===== config.mk =====
export PLATFORM = sky130hd
export DESIGN_NAME = emx_bus
export DESIGN_NICKNAME = d
export VERILOG_FILES = /design/src/logic/emx_pkg.sv /design/src/logic/emx_bus.sv
export SDC_FILE = /design/constraint.sdc
export NUM_CORES = 1
export LEC_CHECK = 0
export BUFFER_PORTS_ARGS = -buffer_cell sky130_fd_sc_hd__buf_2
export CORE_UTILIZATION = 28
export DETAILED_ROUTE_END_ITERATION = 16
export SLEW_MARGIN = 20
export SYNTH_ARGS = -nofsm -noshare
export SYNTH_HDL_FRONTEND = slang
export SYNTH_SLANG_ARGS = --single-unit

===== constraint.sdc =====
create_clock -name CLK_SYS -period 2.6 [get_ports CLK_SYS]
set_clock_uncertainty 0.1 [all_clocks]
set_input_delay 0 -clock CLK_SYS [delete_from_list [all_inputs] [get_ports CLK_SYS]]
set_output_delay 0 -clock CLK_SYS [all_outputs]
set_load 0.03 [all_outputs]

===== src/logic/emx_pkg.sv =====
/*
 package for the external memory expansion bus: register addresses, reset values,
 field positions, size codes, cycle states and the request carrier.
 assumes one 125 MHz core clock and a core that reaches registers by plain memory accesses.
*/
// How it works
// [RULE_01] accesses outside rom, ram, registers go external; code sends out only the 256-byte window or the 16-byte area
// [RULE_02] rom up to 48 KB adds 256-byte window
// [RULE_03] 60 KB rom: only 16-byte register-space area
// [RULE_04] port 4 is address/data, port 6 strobes
// [RULE_05] mode 000 single-chip, 01x expansion, else prohibited
// [RULE_06] software writes zero to mode bits 7..3
// [RULE_07] mode register resets to 00, write-only
// [RULE_08] wait register resets to 10H
// [RULE_09] wait 00 none, 01 one, 11 pin
// [RULE_10] software makes wait pin input first
// [RULE_11] wait pin stays port unless pin-wait selected
// [RULE_12] size register resets to CFH
// [RULE_13] rom codes 4,6,8,C,F give 16..60 KB
// [RULE_14] ram code 110 only, 1024 bytes
// [RULE_15] ram field 7..5, rom 3..0, bit4 zero
// [RULE_16] window sits right above configured rom size
// [RULE_17] flash part uses 48 KB or less
// [RULE_18] software sets size to real capacity
// [RULE_19] read strobe only for external reads, fetches
// [RULE_20] write strobe only for external writes
// [RULE_21] wait input ignored on internal accesses
// [RULE_22] address strobe pulses on every cycle
// [RULE_23] address phase first, then data under strobe
// [RULE_24] memory holds wait low until data ready
package emx_pkg;
    // register addresses on the core memory bus
    localparam logic [15:0] MODE_ADDR    = 16'hFF47;
    localparam logic [15:0] SIZE_ADDR    = 16'hFFF0;
    localparam logic [15:0] WAITSET_ADDR = 16'hFF48;
    // 16-byte external area inside register space, base page bits
    localparam logic [11:0] SFR_EXT_BASE = 12'hFFD;
    // area boundaries
    localparam logic [15:0] RAM_BASE     = 16'hFB00;
    localparam logic [15:0] SFR_BASE     = 16'hFF00;
    // reset values
    localparam logic [7:0]  MODE_RST     = 8'h00;
    localparam logic [7:0]  WAITSET_RST  = 8'h10;
    localparam logic [7:0]  SIZE_RST     = 8'hCF;
    // field positions
    localparam int          SIZE_ZERO_BIT = 4;
    // rom size codes, the page just above each rom up to 48 KB, and the ram code
    localparam logic [3:0]  ROM_16K = 4'h4;
    localparam logic [3:0]  ROM_24K = 4'h6;
    localparam logic [3:0]  ROM_32K = 4'h8;
    localparam logic [3:0]  ROM_48K = 4'hC;
    localparam logic [3:0]  ROM_60K = 4'hF;
    localparam logic [7:0]  TOP_16K = 8'h40;
    localparam logic [7:0]  TOP_24K = 8'h60;
    localparam logic [7:0]  TOP_32K = 8'h80;
    localparam logic [7:0]  TOP_48K = 8'hC0;
    localparam logic [2:0]  RAM_1K  = 3'h6;
    // mode and wait encodings
    localparam logic [1:0]  MODE_EXP_HI = 2'h1;
    localparam logic [2:0]  MODE_SINGLE = 3'h0;
    localparam logic [1:0]  WAIT_NONE   = 2'h0;
    localparam logic [1:0]  WAIT_ONE    = 2'h1;
    localparam logic [1:0]  WAIT_PIN    = 2'h3;

    // bus cycle phases
    typedef enum logic [2:0] {
        ST_IDLE = 3'b000,
        ST_ADDR = 3'b001,
        ST_STRB = 3'b010,
        ST_WT1  = 3'b011,
        ST_DONE = 3'b100
    } emx_state_e;

    // one core access
    typedef struct packed {
        logic [15:0] addr;
        logic [7:0]  wdata;
        logic        rd;
        logic        wr;
    } emx_req_s;
endpackage


===== src/logic/emx_bus.sv =====
/*
 external memory expansion bus controller: mode, wait and size registers,
 address decode of the external window, multiplexed bus cycle and pin sharing.
 assumes the core holds a request until it is taken and internal memories answer elsewhere.
*/
`timescale 1ns/1ns
module emx_bus (
    // clock and reset
    input  wire logic             CLK_SYS,
    input  wire logic             RESETN,
    // core access port
    input  wire logic             CPU_REQ,
    input  wire emx_pkg::emx_req_s CPU_CMD,
    output logic                  CPU_RDY,
    output logic                  CPU_ACK,
    output logic [7:0]            CPU_RDATA,
    output logic                  CPU_EXT,
    // port logic values used in port mode
    input  wire logic [7:0]       PORT4_DO,
    input  wire logic [7:0]       PORT4_OE,
    input  wire logic [3:0]       PORT6_DO,
    input  wire logic [3:0]       PORT6_OE,
    // port 4 pins
    input  wire logic [7:0]       P4_IN,
    output logic [7:0]            P4_OUT,
    output logic [7:0]            P4_OE,
    // port 6 lines 4..7 pins
    input  wire logic [3:0]       P6U_IN,
    output logic [3:0]            P6U_OUT,
    output logic [3:0]            P6U_OE
);
    logic                 rst_meta_ff;  // reset release stage one
    logic                 rst_n_ff;     // reset release stage two
    logic [2:0]           mode_ff;      // expansion mode field
    logic [7:0]           waitset_ff;   // wait setting register
    logic [7:0]           size_ff;      // memory size register
    emx_pkg::emx_state_e  state_ff;     // bus cycle phase
    emx_pkg::emx_state_e  nxt_state;    // next phase
    emx_pkg::emx_req_s    cyc_ff;       // access being run
    logic                 ext_ff;       // access goes to external bus
    logic [7:0]           rdata_ff;     // read data to core
    logic                 ext_en;       // expansion mode active
    logic [1:0]           wsel;         // wait control field
    logic [7:0]           top_page;     // page above configured rom
    logic                 rom_ok;       // rom code is a legal window code
    logic                 hit_ext;      // request address is external
    logic                 take;         // request accepted this cycle
    logic                 strobe;       // strobe phase
    logic                 wait_n;       // wait input as seen by the cycle
    logic                 ad_oe;        // bus drives address/data
    logic [7:0]           ad_out;       // address/data value
    logic                 address_latch_strobe; // address strobe level
    logic                 rd_n;         // read strobe
    logic                 wr_n;         // write strobe

    // reset release through two flops
    always_ff @(posedge CLK_SYS or negedge RESETN) begin
        if (!RESETN) begin
            rst_meta_ff <= 1'b0;
            rst_n_ff    <= 1'b0;
        end else begin
            rst_meta_ff <= 1'b1;
            rst_n_ff    <= rst_meta_ff;
        end
    end

    // register field views
    assign ext_en = (mode_ff[2:1] == emx_pkg::MODE_EXP_HI);   // [RULE_05]
    assign wsel   = waitset_ff[1:0];
    assign take   = CPU_REQ && (state_ff == emx_pkg::ST_IDLE);

    // page above the configured rom, independent of the real rom
    always_comb begin
        rom_ok = 1'b1;
        unique case (size_ff[3:0])                                   // [RULE_13]
            emx_pkg::ROM_16K: top_page = emx_pkg::TOP_16K;           // [RULE_16]
            emx_pkg::ROM_24K: top_page = emx_pkg::TOP_24K;
            emx_pkg::ROM_32K: top_page = emx_pkg::TOP_32K;
            emx_pkg::ROM_48K: top_page = emx_pkg::TOP_48K;           // [RULE_02]
            default: begin
                // 60 KB and prohibited codes open no 256-byte window
                top_page = 8'h00;
                rom_ok   = 1'b0;
            end
        endcase
    end

    // external address decode
    always_comb begin
        hit_ext = 1'b0;
        if (ext_en && size_ff[7:5] == emx_pkg::RAM_1K) begin         // [RULE_14]
            if (rom_ok) begin
                // 256 bytes right above rom; all else is internal or reserved
                hit_ext = (CPU_CMD.addr[15:8] == top_page);         // [RULE_01]
            end else if (size_ff[3:0] == emx_pkg::ROM_60K) begin
                // only the 16-byte area inside register space
                hit_ext = (CPU_CMD.addr[15:4] == emx_pkg::SFR_EXT_BASE); // [RULE_03]
            end
        end
    end

    // mode register, write-only, upper bits dropped
    always_ff @(posedge CLK_SYS or negedge rst_n_ff) begin
        if (!rst_n_ff) begin
            mode_ff <= emx_pkg::MODE_RST[2:0];                       // [RULE_07]
        end else if (take && CPU_CMD.wr && CPU_CMD.addr == emx_pkg::MODE_ADDR) begin
            mode_ff <= CPU_CMD.wdata[2:0];
        end
    end

    // wait setting register
    always_ff @(posedge CLK_SYS or negedge rst_n_ff) begin
        if (!rst_n_ff) begin
            waitset_ff <= emx_pkg::WAITSET_RST;                      // [RULE_08]
        end else if (take && CPU_CMD.wr && CPU_CMD.addr == emx_pkg::WAITSET_ADDR) begin
            waitset_ff <= CPU_CMD.wdata;
        end
    end

    // memory size register, bit 4 held at zero
    always_ff @(posedge CLK_SYS or negedge rst_n_ff) begin
        if (!rst_n_ff) begin
            size_ff <= emx_pkg::SIZE_RST;                            // [RULE_12]
        end else if (take && CPU_CMD.wr && CPU_CMD.addr == emx_pkg::SIZE_ADDR) begin
            size_ff <= {CPU_CMD.wdata[7:5], 1'b0, CPU_CMD.wdata[3:0]}; // [RULE_15]
        end
    end

    // cycle capture
    always_ff @(posedge CLK_SYS or negedge rst_n_ff) begin
        if (!rst_n_ff) begin
            cyc_ff <= '0;
            ext_ff <= 1'b0;
        end else if (take) begin
            cyc_ff <= CPU_CMD;
            ext_ff <= hit_ext;
        end
    end

    // wait input only counts for external cycles in pin-wait mode
    assign wait_n = !(ext_ff && wsel == emx_pkg::WAIT_PIN) || P6U_IN[2]; // [RULE_21]

    // cycle sequencing: address, strobe, optional waits, done
    always_comb begin
        nxt_state = state_ff;
        unique case (state_ff)
            emx_pkg::ST_IDLE: if (CPU_REQ) nxt_state = emx_pkg::ST_ADDR;
            emx_pkg::ST_ADDR: nxt_state = emx_pkg::ST_STRB;          // [RULE_23]
            emx_pkg::ST_STRB: begin
                if (ext_ff && wsel == emx_pkg::WAIT_ONE) begin       // [RULE_09]
                    nxt_state = emx_pkg::ST_WT1;
                end else if (!wait_n) begin
                    nxt_state = emx_pkg::ST_STRB;                    // [RULE_24]
                end else begin
                    nxt_state = emx_pkg::ST_DONE;
                end
            end
            emx_pkg::ST_WT1:  nxt_state = emx_pkg::ST_DONE;
            emx_pkg::ST_DONE: nxt_state = emx_pkg::ST_IDLE;
            default:          nxt_state = emx_pkg::ST_IDLE;
        endcase
    end

    // phase register
    always_ff @(posedge CLK_SYS or negedge rst_n_ff) begin
        if (!rst_n_ff) begin
            state_ff <= emx_pkg::ST_IDLE;
        end else begin
            state_ff <= nxt_state;
        end
    end

    // read data: registers on take, external bus at strobe end
    always_ff @(posedge CLK_SYS or negedge rst_n_ff) begin
        if (!rst_n_ff) begin
            rdata_ff <= 8'h00;
        end else if (take) begin
            if (CPU_CMD.addr == emx_pkg::SIZE_ADDR) begin
                rdata_ff <= size_ff;
            end else if (CPU_CMD.addr == emx_pkg::WAITSET_ADDR) begin
                rdata_ff <= waitset_ff;
            end else begin
                // write-only mode register and others read zero
                rdata_ff <= 8'h00;
            end
        end else if (strobe && nxt_state == emx_pkg::ST_DONE && ext_ff && cyc_ff.rd) begin
            rdata_ff <= P4_IN;                                       // [RULE_23]
        end
    end

    // bus phase decode
    assign strobe = (state_ff == emx_pkg::ST_STRB) || (state_ff == emx_pkg::ST_WT1);
    assign address_latch_strobe = (state_ff == emx_pkg::ST_ADDR);    // [RULE_22]
    assign rd_n   = !(strobe && ext_ff && cyc_ff.rd);                // [RULE_19]
    assign wr_n   = !(strobe && ext_ff && cyc_ff.wr);                // [RULE_20]
    assign ad_oe  = address_latch_strobe || (strobe && cyc_ff.wr);
    assign ad_out = address_latch_strobe ? cyc_ff.addr[7:0] : cyc_ff.wdata;

    // pin sharing between bus and ports
    always_comb begin
        P4_OUT  = ext_en ? ad_out : PORT4_DO;                        // [RULE_04]
        P4_OE   = ext_en ? {8{ad_oe}} : PORT4_OE;
        P6U_OUT = PORT6_DO;
        P6U_OE  = PORT6_OE;
        if (ext_en) begin
            P6U_OUT[0] = rd_n;                                       // [RULE_04]
            P6U_OUT[1] = wr_n;
            P6U_OUT[3] = address_latch_strobe;
            P6U_OE[0]  = 1'b1;
            P6U_OE[1]  = 1'b1;
            P6U_OE[3]  = 1'b1;
        end
        // wait pin stays a port pin unless pin-wait is used
        if (ext_en && wsel == emx_pkg::WAIT_PIN) begin               // [RULE_11]
            P6U_OUT[2] = 1'b0;
            P6U_OE[2]  = 1'b0;
        end
    end

    // core handshake
    assign CPU_RDY   = (state_ff == emx_pkg::ST_IDLE);
    assign CPU_ACK   = (state_ff == emx_pkg::ST_DONE);
    assign CPU_RDATA = rdata_ff;
    assign CPU_EXT   = ext_ff;
endmodule


==> results of run 1 <==
[registers in the layout (all words and copies together) (netlist names)]
signal       count
waitset_ff       8
rst_meta_ff      1
mode_ff          2
CPU_EXT          1
CPU_RDATA        8
state_ff         3
cyc_ff          18
rst_n_ff         1
size_ff          7
[stage by stage]
step,hold slack [ns],power (W)
after floorplan,-0.396,0.00179
after global placement,-0.314,0.00211
after detailed placement,-0.313,0.00213
after CTS,0.0340,0.00261
after global routing,0.0901,0.00276
final,0.0475,0.00257
[path summary, 6_finish.rpt]
kind	slack (ns)	depth (start not counted)	startpoint	end
worst max-delay path	0.09	6	CPU_CMD[11]	waitset_ff[3]
worst min-delay path	0.05	4	P6U_IN[2]	state_ff[1]
worst max register to register	0.48	5	state_ff[0]	waitset_ff[3]
worst min register to register	0.25	0	rst_n_ff	cyc_ff[8]
max in group asynchronous	1.74	0	rst_n_ff	state_ff[2]
min in group asynchronous	0.25	0	rst_n_ff	cyc_ff[8]
[power by group through the flow]
stage	logic [W]	registers, W	clock network, W
global route	0.00111	0.00116	0.000484
floorplan	0.000559	0.00123	0
global placement	0.000980	0.00113	0
detailed placement	0.000991	0.00114	0
finish	0.00101	0.00112	0.000441
CTS	0.00103	0.00113	0.000461
[kinds of logic (layout without fill, tap and decap cells)]
kind of cell | after synthesis | in the layout
xor gates and xnor gates | 1 | 1
DFF | 49 | 49
buffers and inverters | 13 | 141
and+or+nand+nor | 127 | 127
AOI/OAI and AO/OA | 47 | 47
muxes | 29 | 29
other | 1 | 1
[worst max-delay path: cells and delay by family]
family	cells	cell delay, ns
buffers and inverters	2	0.68
muxes	1	0.40
and+or+nand+nor	3	1.51
[cell usage in the layout, fill, tap and decap left out, types with 2 or more instances in the layout]
| master | n |
|---|---|
| sky130_fd_sc_hd__a21o_1 | 10 |
| sky130_fd_sc_hd__a21oi_1 | 5 |
| sky130_fd_sc_hd__a221oi_1 | 5 |
| sky130_fd_sc_hd__a31oi_1 | 5 |
| sky130_fd_sc_hd__and2_1 | 4 |
| sky130_fd_sc_hd__buf_2 | 96 |
| sky130_fd_sc_hd__buf_4 | 8 |
| sky130_fd_sc_hd__clkbuf_8 | 5 |
| sky130_fd_sc_hd__clkinv_2 | 2 |
| sky130_fd_sc_hd__dfrtp_1 | 41 |
| sky130_fd_sc_hd__dfstp_2 | 7 |
| sky130_fd_sc_hd__dlygate4sd3_1 | 28 |
| sky130_fd_sc_hd__mux2_2 | 17 |
| sky130_fd_sc_hd__mux2i_1 | 12 |
| sky130_fd_sc_hd__nand2_1 | 71 |
| sky130_fd_sc_hd__nand2b_1 | 5 |
| sky130_fd_sc_hd__nand3_1 | 8 |
| sky130_fd_sc_hd__nand3b_1 | 2 |
| sky130_fd_sc_hd__nand4_1 | 3 |
| sky130_fd_sc_hd__nor2_1 | 13 |
| sky130_fd_sc_hd__nor2b_1 | 3 |
| sky130_fd_sc_hd__nor3_1 | 2 |
| sky130_fd_sc_hd__nor3b_2 | 2 |
| sky130_fd_sc_hd__nor4_1 | 2 |
| sky130_fd_sc_hd__o21ai_0 | 16 |
[area by class of cell]
class | instances | share of cell area (%)
timing repair buffer | 132 | 23.2
inverter | 1 | 0.106
multi-input combinational | 205 | 35.5
clock inverter | 3 | 0.494
sequential | 49 | 35.0
clock buffer | 5 | 1.94
tap | 108 | 3.81
[metal layers]
metal,global-route usage [%],part of all wire [%],up-vias
li1,-,-,1187
met3,2.37,3.4,9
met1,20.7,48,1121
met2,25.1,48,51
met4,4.59,1.2,0
met5,0,0,-
[timing repair]
| item | in CTS | in global routing |
|---|---|---|
| hold buffers | 28 | 0 |
| hold endpoints to repair | 45 | 0 |
| setup endpoints to repair | 0 | 0 |
==> results.txt, run 1 <==
* Area share of the largest cell type after synthesis: 41.5%
* Type of the tightest min-delay check: input pin to flop
- Number of instances in the synthesized netlist: 267
- Worst-Margin Slew: 0.651 ns
- The die covers 9430 um2.
- Setup repair after global routing left no endpoint under its margin.
- For this run, the total global-route usage over all layers was measured as 15.3%.
- Nets: 459
- Via count of the first global-routing pass: 2,374
- The post-route netlist has 37.2% of its cells at a drive strength greater than 1.
* Maximum number of buffers from clock root to sink: 2
- Adder-cell share of the synthesized area: 0%
- Total number of placement rows: 34
- Counting flops and latches in the post-synthesis netlist gives 49.
- Using the TritonRoute via totals, the vias-per-cell ratio works out to 4.71.
* Fraction of registers with async set/reset: 100%
* Share of cell area taken by muxes after synthesis: 12.3%
* Pin count of the biggest net entering global routing: 48
- Port-buffer cells: 96
- Distinct cell type count after synthesis: 42
* Drt first pass iters: 4
- Data on the critical path is required at its endpoint by 2.69 ns.
- Quantity of gates resized following cts: 0
- The number of antenna violations at the first check in global routing was 0.
* Wire length of the first global-routing pass: 11.5 mm
- On the worst path, the slowest cell contributes a delay of 0.56 ns.
- VDD sags by at most 0.352 mV.
- Share of the synthesized area in compound gates (AO/OA/AOI/OAI): 12.0%
- Period utilisation layout: 96.4%
- Number of clock sinks: 49
- In the synthesized netlist the dominant register cell turns out to be sky130_fd_sc_hd__dfrtp_1.
- Clock latency at the later pin of the worst-skew pair: 0.30 ns
- Ranked by total cell area, the synthesized netlist is headed by sky130_fd_sc_hd__dfrtp_1, sky130_fd_sc_hd__nand2_1, sky130_fd_sc_hd__mux2_2.
- Y dimension of the die: 97.1 um
* Detailed Place HPWL: 5.14 mm
- In the final layout, the multi-input gates occupy 1260 um2.
- Post-synthesis sequential area ratio: 48.8%
- Wirelength per Cell: 13.8 um
- Register Area: 1240 um2
- Mean cell area of the mapped netlist: 9.48 um2
- Iter 0 DRT Violations: 117
* Number of filler cells placed in the layout: 882
- Initial Utilization: 29.0%
- After layout, the minimum clock period comes to 2.51 ns.
* Crit path setup slack, layout: 0.0943 ns
- # placed instances: 467
- In the synthesized netlist, the cells that appear most often are sky130_fd_sc_hd__nand2_1, sky130_fd_sc_hd__dfrtp_1, sky130_fd_sc_hd__mux2_2.
* Antenna Diode Count: 0
- Critical-path maximum fanout: 8
* Pre-CTS setup slack: 0.343 ns
* Final core area utilization: 40.6%
* Relative max-transition margin: 56.5%
- Number of synthesized flops with an enable pin: 0
- Ys Warns: 0
- Core outline area: 8720 um2
* Clock network power share: 17.1%
* # setup viols final: 0
* Switching part of the total: 39.4%
- Sort of element at the end of the critical path: flop
- Area fraction in and, or, nand and nor cells after synthesis: 24.5%
- For this block, the via count after detailed routing is 2,368.
* Setup Buffers After CTS: 0
- In this run the number of H-tree levels came out at 2.
* Max-slew violation total from the final report: 0
- Remaining Overflow, GRT: 0
- The worst setup path is of the input pin to flop kind.
* Total Routed Length: 6.93 mm
* Post-synth design cell area: 2530 um2
- Startpoint Class: input pin
- Instance area at placement: 3170 um2
- Library cell contributing the largest single delay on the critical path: sky130_fd_sc_hd__nor4_4
- Status: complete, no violations
* WP data arrival: 2.60 ns
- The share of total power dissipated in sequential elements is 43.7%.
- Library cell with the largest summed area after synthesis: sky130_fd_sc_hd__dfrtp_1
* Total net switching power: 0.00101 W
* Leakage dissipation: 1.79 nW
- Combinational family with the most area after synthesis: simple AND/OR/NAND/NOR gates
* Clock slew at the register clock pins of the worst setup and hold paths: 0.08 ns
- Yosys instantiated no cell more often than sky130_fd_sc_hd__nand2_1.
- The number of nets in the synthesized netlist is 332.
- Final weighted congestion of routability-driven global placement: 0.814
* Number of remaining DRC errors: 0
* Cell breakdown of the critical path: dlygate4sd3_1 -> buf_2 -> or3_4 -> or4_4 -> nor4_4 -> mux2_2
- The number of failing hold endpoints at the final stage came to 0.
- Post-synthesis share of cell area spent on xor and xnor gates: 0.346%
- Reported max-cap violation count: 0
- Clock buffer count from CTS: 5
- Cell area power density: 726 nW/um2
- The die is 97.1 um wide.
- For this run, the number of standard cells in the final layout without fillers is 503.
- Number of antenna-violating nets in the routed design: 0
* Internal power: 0.00156 W
- Setup TNS: 0 ns
* TritonCTS clock tree: done
* Cell at the root of the clock tree: sky130_fd_sc_hd__clkbuf_8
- Layout-stage area growth over the synthesis result: 39.9%
- Final design area excluding fillers: 3540 um2
- Combinational logic is responsible for 39.1% of the overall power.
- Maximum achievable frequency: 399 MHz
* I/O pin count: 100
Power figures use the tool's default switching activity.
==> inputs of run 2 (changes only) <==
--- a/constraint.sdc
+++ b/constraint.sdc
@@ -3,3 +3,3 @@
 set_input_delay 0 -clock CLK_SYS [delete_from_list [all_inputs] [get_ports CLK_SYS]]
 set_output_delay 0 -clock CLK_SYS [all_outputs]
-set_load 0.03 [all_outputs]
+set_load 0.02 [all_outputs]
==> results.txt, run 2 (synthesis gave the netlist of run 1 again) <==
* Pin count of the biggest net entering global routing: 48 (unchanged)
- The mean number of vias per cell came to 4.78 (was 4.71).
- Final core area utilization: 41.1% (was 40.6%)
- Y dimension of the die: 97.1 um (unchanged)
- The critical path data arrival time was 2.55 ns (was 2.60 ns).
- Port-buffer cells: 96 (unchanged)
* Antenna Diode Count: 0 (unchanged)
* Unrepaired setup endpoints after global routing: no (unchanged)
* Fraction of final layout cells with drive strength greater than 1: 37.0% (was 37.2%)
* Register Area: 1240 um2 (unchanged)
- Leakage dissipation: 1.81 nW (was 1.79 nW)
- Layout-stage area growth over the synthesis result: 41.6% (was 39.9%)
- The largest register by flop count is cyc_ff (unchanged).
- Relative max-transition margin: 59.1% (was 56.5%)
* Number of remaining DRC errors: 0 (unchanged)
* Library cell contributing the largest single delay on the critical path: sky130_fd_sc_hd__dlygate4sd3_1 (was sky130_fd_sc_hd__nor4_4)
- Clock slew at the register clock pins of the worst setup and hold paths: 0.09 ns (was 0.08 ns)
- Critical-path maximum fanout: 8 (unchanged)
* Initial antenna violation count: 0 (unchanged)
- The number of pins with negative max-slew slack in the final report is 0 (unchanged).
- Status: complete, no violations (unchanged).
- The total global routing track utilization is 15.0% (was 15.3%).
* Final critical delay including setup and external delays: 2.46 ns (was 2.51 ns)
- Quantity of gates resized following cts: 0 (unchanged)
* Data required time at the worst endpoint: 2.69 ns (about the same)
- The floorplan die area is 9430 um2 (unchanged).
- Area of the multi-input gates: 1250 um2 (was 1260 um2)
- Remaining Overflow, GRT: 0 (unchanged)
- The number of failing hold endpoints at the final stage was 0 (unchanged).
- Cell area power density: 748 nW/um2 (was 726 nW/um2)
- TritonCTS clock tree: done (unchanged)
- Chip Width: 97.1 um (unchanged)
* Count of buffer and inverter cells on the critical path: 2 (unchanged)
* Number of filler cells placed in the layout: 880 (was 882)
* Core outline area: 8720 um2 (unchanged)
* Initial Utilization: 29.0% (unchanged)
- Number of vias after detailed routing: 2,406 (was 2,368)
- The number of max-cap violations is 0 (unchanged).
- Type of the tightest min-delay check: input pin to flop (unchanged)
- The final-stage net count is 459 (unchanged).
* Via count of the first global-routing pass: 2,257 (was 2,374)
* Maximum number of buffers from clock root to sink: 2 (unchanged)
- The family of cells with the greatest summed delay on the critical path was simple AND/OR/NAND/NOR gates (unchanged).
- Cell breakdown of the critical path: dlygate4sd3_1 -> buf_2 -> or3_4 -> or4_4 -> nor4_4 -> mux2_2 (unchanged)
- The count of endpoints failing setup in the final report is 0 (unchanged).
- The routed wire length came to 6.95 mm (was 6.93 mm).
* Maximum single-stage delay on the critical path: 0.53 ns (was 0.56 ns)
- The H-tree depth was 2 (unchanged).
- The insertion delay of the later-clocked pin in the worst-skew pair is 0.30 ns (about the same).
- Period utilisation layout: 94.6% (was 96.4%)
* WS Path Type: input pin to flop (unchanged)
* Number of clock sinks: 49 (unchanged)
- Most frequent cells in the layout: sky130_fd_sc_hd__buf_2, sky130_fd_sc_hd__nand2_1, sky130_fd_sc_hd__dfrtp_1, sky130_fd_sc_hd__dlygate4sd3_1, sky130_fd_sc_hd__mux2_2 (unchanged).
- Wirelength per Cell: 13.8 um (about the same)
- Startpoint Class: input pin (unchanged)
* Sort of element at the end of the critical path: flop (unchanged)
- Number of antenna-violating nets in the routed design: 0 (unchanged)
* Wire length of the first global-routing pass: 11.2 mm (was 11.5 mm)
* Iter 0 DRT Violations: 84 (was 117)
* Maximum resistive drop on vdd: 0.356 mV (was 0.352 mV)
- The placed wire-length estimate is 5.19 mm (was 5.14 mm).
- The final RePlAce weighted congestion was 0.778 (was 0.814).
- I/O pin count: 100 (unchanged)
- The final-layout setup total negative slack came to 0 ns (unchanged).
- The number of flip-flops in the largest register was 18 (unchanged).
* Commonest non-fill, non-tap cell in the layout: sky130_fd_sc_hd__buf_2 (unchanged)
- Maximum achievable frequency: 407 MHz (was 399 MHz)
* Worst-Margin Slew: 0.613 ns (was 0.651 ns)
- Drt first pass iters: 4 (unchanged)
- Total number of placement rows: 34 (unchanged)
- Cell at the root of the clock tree: sky130_fd_sc_hd__clkbuf_8 (unchanged)
- The number of buffers created by CTS is 5 (unchanged).
run 2: per-layer routing:
layer / GRT usage [%] / routed length (um) / share of wire (%) / up-vias
met5: 0 / 0 / 0 / -
met4: 6.31 / 184 / 2.6 / 0
met3: 2.66 / 358 / 5.2 / 14
met2: 24.3 / 3240 / 47 / 70
met1: 19.6 / 3160 / 46 / 1128
li1: - / - / - / 1194
run 2: worst paths after layout:
| kind | cells past startpoint | end | from | slack, ns |
|---|---|---|---|---|
| hold / removal | 4 | state_ff[1] | P6U_IN[2] | 0.03 |
| setup / recovery | 6 | waitset_ff[3] | CPU_CMD[11] | 0.14 |
| max in group asynchronous | 0 | CPU_RDATA[2] | rst_n_ff | 1.76 |
| hold reg to reg | 0 | cyc_ff[12] | rst_n_ff | 0.24 |
| setup reg to reg | 5 | size_ff[5] | state_ff[0] | 0.47 |
| min in group asynchronous | 0 | cyc_ff[12] | rst_n_ff | 0.24 |
run 2: cell type report:
class / instances / share of cell area [%]
clock inverters: 3 / 1.81
flip-flops and latches: 49 / 34.5
well taps: 108 / 3.77
multi-input cells: 205 / 35.0
repair buffers: 132 / 22.9
inverters: 1 / 0.105
clock buffers: 5 / 1.92
run 2: timing repair:
item,CTS,global route
hold endpoints to repair,45,0
hold buffers,28,0
buffers inserted,0,0
run 2: worst reg2reg max path, cell delays in order, from the launching register on:
cell and delay (ns):
sky130_fd_sc_hd__dfrtp_1 0.41, sky130_fd_sc_hd__nor3_1 0.29, sky130_fd_sc_hd__and2_1 0.23, sky130_fd_sc_hd__buf_4 0.29, sky130_fd_sc_hd__nand3_1 0.33, sky130_fd_sc_hd__mux2_2 0.37
run 2: through the flow:
step	total power, W	cells	setup slack [ns]	instance area [um2]	hold slack (ns)
after detailed placement	0.00205	466	0.374	3160	-0.311
final	0.00268	503	0.141	3590	0.0320
after floorplan	0.00171	267	0.148	2530	-0.396
after global routing	0.00289	503	0.0633	3590	0.0847
after global placement	0.00203	466	0.397	3160	-0.314
after CTS	0.00273	502	0.125	3580	0.0284
run 2: power by group:
part           internal [W]  switching [W]
Clock              0.000382       0.000250
Combinational      0.000384       0.000545
Sequential         0.000983       0.000138
==> inputs of run 3 (changes only) <==
Settings changed: REMOVE_ABC_BUFFERS set to 1.
==> results.txt, run 3 (synthesis gave the netlist of run 1 again) <==
- The final-stage net count was 462 (was 459).
* Status: complete, no violations (unchanged)
- The kind of start point of the critical path is an input pin (unchanged).
- Maximum single-stage delay on the critical path: 0.54 ns (was 0.53 ns)
* Critical-path maximum fanout: 7 (was 8)
* Clock slew at the register clock pins of the worst setup and hold paths: 0.09 ns (about the same)
* Cell area power density: 707 nW/um2 (was 748 nW/um2)
* Chip Width: 97.1 um (unchanged)
* TritonCTS clock tree: done (unchanged)
* Cell breakdown of the critical path: dlygate4sd3_1 -> buf_2 -> or3b_2 -> or4_4 -> nor4_4 -> buf_4 -> mux2_2 (was dlygate4sd3_1 -> buf_2 -> or3_4 -> or4_4 -> nor4_4 -> mux2_2)
* I/O pin count: 100 (unchanged)
- The H-tree depth came to 2 (unchanged).
* Area of the die: 9430 um2 (unchanged)
- The global-route wire length before repair is 11.7 mm (was 11.2 mm).
- Number of antenna-violating nets in the routed design: 0 (unchanged)
- Number of clock sinks: 49 (unchanged)
- The number of violations reported at the end of detailed-routing iteration 0 is 89 (was 84).
- The worst-case reg-to-reg path depth was 6 (was 5).
- The design internal power came to 0.00159 W (was 0.00175 W).
* Maximum number of buffers from clock root to sink: 2 (unchanged)
* Final core area utilization: 40.9% (was 41.1%)
* Count of buffer and inverter cells on the critical path: 3 (was 2)
- Initial Utilization: 29.0% (unchanged)
* Remaining Overflow, GRT: 0 (unchanged)
* Most frequent cells in the layout: sky130_fd_sc_hd__buf_2, sky130_fd_sc_hd__nand2_1, sky130_fd_sc_hd__dfrtp_1, sky130_fd_sc_hd__dlygate4sd3_1, sky130_fd_sc_hd__mux2_2 (unchanged)
- Comb pwr share: 37.1% (was 34.7%)
- The count of buffers inserted at the top-level ports came to 96 (unchanged).
- The setup fix buffers added after clock tree synthesis is 0 (unchanged).
- Reported max-cap violation count: 0 (unchanged)
- The kind of critical path is input pin to flop (unchanged).
* Cell count of the worst hold path: 4 (unchanged)
- Clock network power share: 18.4% (was 23.5%)
* Number of vias after detailed routing: 2,446 (was 2,406)
- Wirelength per Cell: 14.4 um (was 13.8 um)
- Clock latency at the later pin of the worst-skew pair: 0.30 ns (about the same)
* Via count of the first global-routing pass: 2,381 (was 2,257)
- The number of flip-flops in the largest register is 18 (unchanged).
* Register bank with the most flops: cyc_ff (unchanged)
- The worst hold-check path type is input pin to flop (unchanged).
- The number of diodes came to 0 (unchanged).
- Ratio of routed vias to standard cells: 4.83 (was 4.78)
- The number of antenna violations at the first check in global routing was 0 (unchanged).
- The count of hold buffers inserted by post-cts repair was 28 (unchanged).
- Commonest non-fill, non-tap cell in the layout: sky130_fd_sc_hd__buf_2 (unchanged)
- The routed wire length came to 7.26 mm (was 6.95 mm).
- The share of cells above drive strength 1 was 36.9% (was 37.0%).
* Maximum achievable frequency: 425 MHz (was 407 MHz)
* Quantity of gates resized following cts: 0 (unchanged)
* Data required time at the worst endpoint: 2.68 ns (was 2.69 ns)
- Clock buffer count from CTS: 5 (unchanged)
- Unrepaired setup endpoints after global routing: no (unchanged).
- Relative max-transition margin: 55.9% (was 59.1%)
* Cell at the root of the clock tree: sky130_fd_sc_hd__clkbuf_8 (unchanged)
- The number of pins with negative max-slew slack in the final report is 0 (unchanged).
* Pin count of the biggest net entering global routing: 45 (was 48)
- Setup TNS: 0 ns (unchanged)
* Final weighted congestion of routability-driven global placement: 0.801 (was 0.778)
- Register share of total power: 44.5% (was 41.8%)
- The final clock period utilization by the worst path is 90.5% (was 94.6%).
- Total net switching power: 0.000935 W (was 0.000934 W)
- Detailed Place HPWL: 5.45 mm (was 5.19 mm)
- The maximum resistive drop on vdd was 0.322 mV (was 0.356 mV).
* Final critical delay including setup and external delays: 2.35 ns (was 2.46 ns)
- The family of cells with the greatest summed delay on the critical path was simple AND/OR/NAND/NOR gates (unchanged).
- Core outline area: 8720 um2 (unchanged)
* Switching part of the total: 37.1% (was 34.8%)
- The critical path data arrival time came to 2.44 ns (was 2.55 ns).
- Sort of element at the end of the critical path: flop (unchanged)
* Stages on the worst setup path: 7 (was 6)
* Layout-stage area growth over the synthesis result: 40.8% (was 41.6%)
- Library cell contributing the largest single delay on the critical path: sky130_fd_sc_hd__dlygate4sd3_1 (unchanged)
* Worst-Margin Slew: 0.660 ns (was 0.613 ns)
* Drt first pass iters: 4 (unchanged)
* Leakage dissipation: 1.81 nW (about the same)
* Final number of hold-violating endpoints: 0 (unchanged)
* Y dimension of the die: 97.1 um (unchanged)
* GRT Util Overall: 15.7% (was 15.0%)
- The cell row count came to 34 (unchanged).
- Number of remaining DRC errors: 0 (unchanged)
* # setup viols final: 0 (unchanged)
## run 3: final timing paths
| check | slack, ns | startpoint | end |
|---|---|---|---|
| setup / recovery | 0.25 | CPU_CMD[14] | waitset_ff[6] |
| hold / removal | 0.05 | P6U_IN[2] | state_ff[1] |
| setup reg to reg | 0.48 | state_ff[1] | waitset_ff[6] |
| hold reg to reg | 0.24 | rst_n_ff | cyc_ff[16] |
| max in group asynchronous | 1.59 | rst_n_ff | size_ff[0] |
| min in group asynchronous | 0.24 | rst_n_ff | cyc_ff[16] |
## run 3: per-stage QoR
| stage | hold slack, ns | setup WS (ns) | cell area [um2] | std cells | total power [W] |
|---|---|---|---|---|---|
| after global placement | -0.313 | 0.454 | 3180 | 469 | 0.00203 |
| after global routing | 0.0584 | 0.176 | 3560 | 506 | 0.00270 |
| after detailed placement | -0.311 | 0.406 | 3180 | 469 | 0.00206 |
| final | 0.0495 | 0.246 | 3560 | 506 | 0.00252 |
| after CTS | 0.0357 | 0.241 | 3550 | 505 | 0.00256 |
| after floorplan | -0.396 | -0.138 | 2490 | 255 | 0.00169 |
## run 3: power by group through the flow
stage | Clock, W | Combinational [W] | Sequential, W
after floorplan | 0 | 0.000507 | 0.00118
after global placement | 0 | 0.000902 | 0.00113
after detailed placement | 0 | 0.000917 | 0.00114
after CTS | 0.000482 | 0.000953 | 0.00112
after global routing | 0.000514 | 0.00103 | 0.00116
final | 0.000464 | 0.000935 | 0.00112
## run 3: layout make-up
type	count	area (um2)
Multi-Input combinational cell	205	1250
Inverter	1	3.75
Fill cell	901	5160
Sequential cell	49	1240
Clock buffer	8	90.1
Timing Repair Buffer	135	843
Tap cell	108	135
## run 3: layer usage
| metal | share of wire (%) | global-route usage [%] | vias to the layer above | wire [um] |
|---|---|---|---|---|
| li1 | - | - | 1192 | - |
| met1 | 44 | 20.6 | 1151 | 3220 |
| met2 | 48 | 26.8 | 95 | 3510 |
| met3 | 6.3 | 2.81 | 8 | 458 |
| met4 | 1.0 | 3.90 | 0 | 73 |
| met5 | 0 | 0 | - | 0 |
## run 3: worst min-delay path: stages
cell,delay (ns)
sky130_fd_sc_hd__buf_2,0.08
sky130_fd_sc_hd__and2_1,0.14
sky130_fd_sc_hd__nor2_1,0.06
sky130_fd_sc_hd__a21o_1,0.14
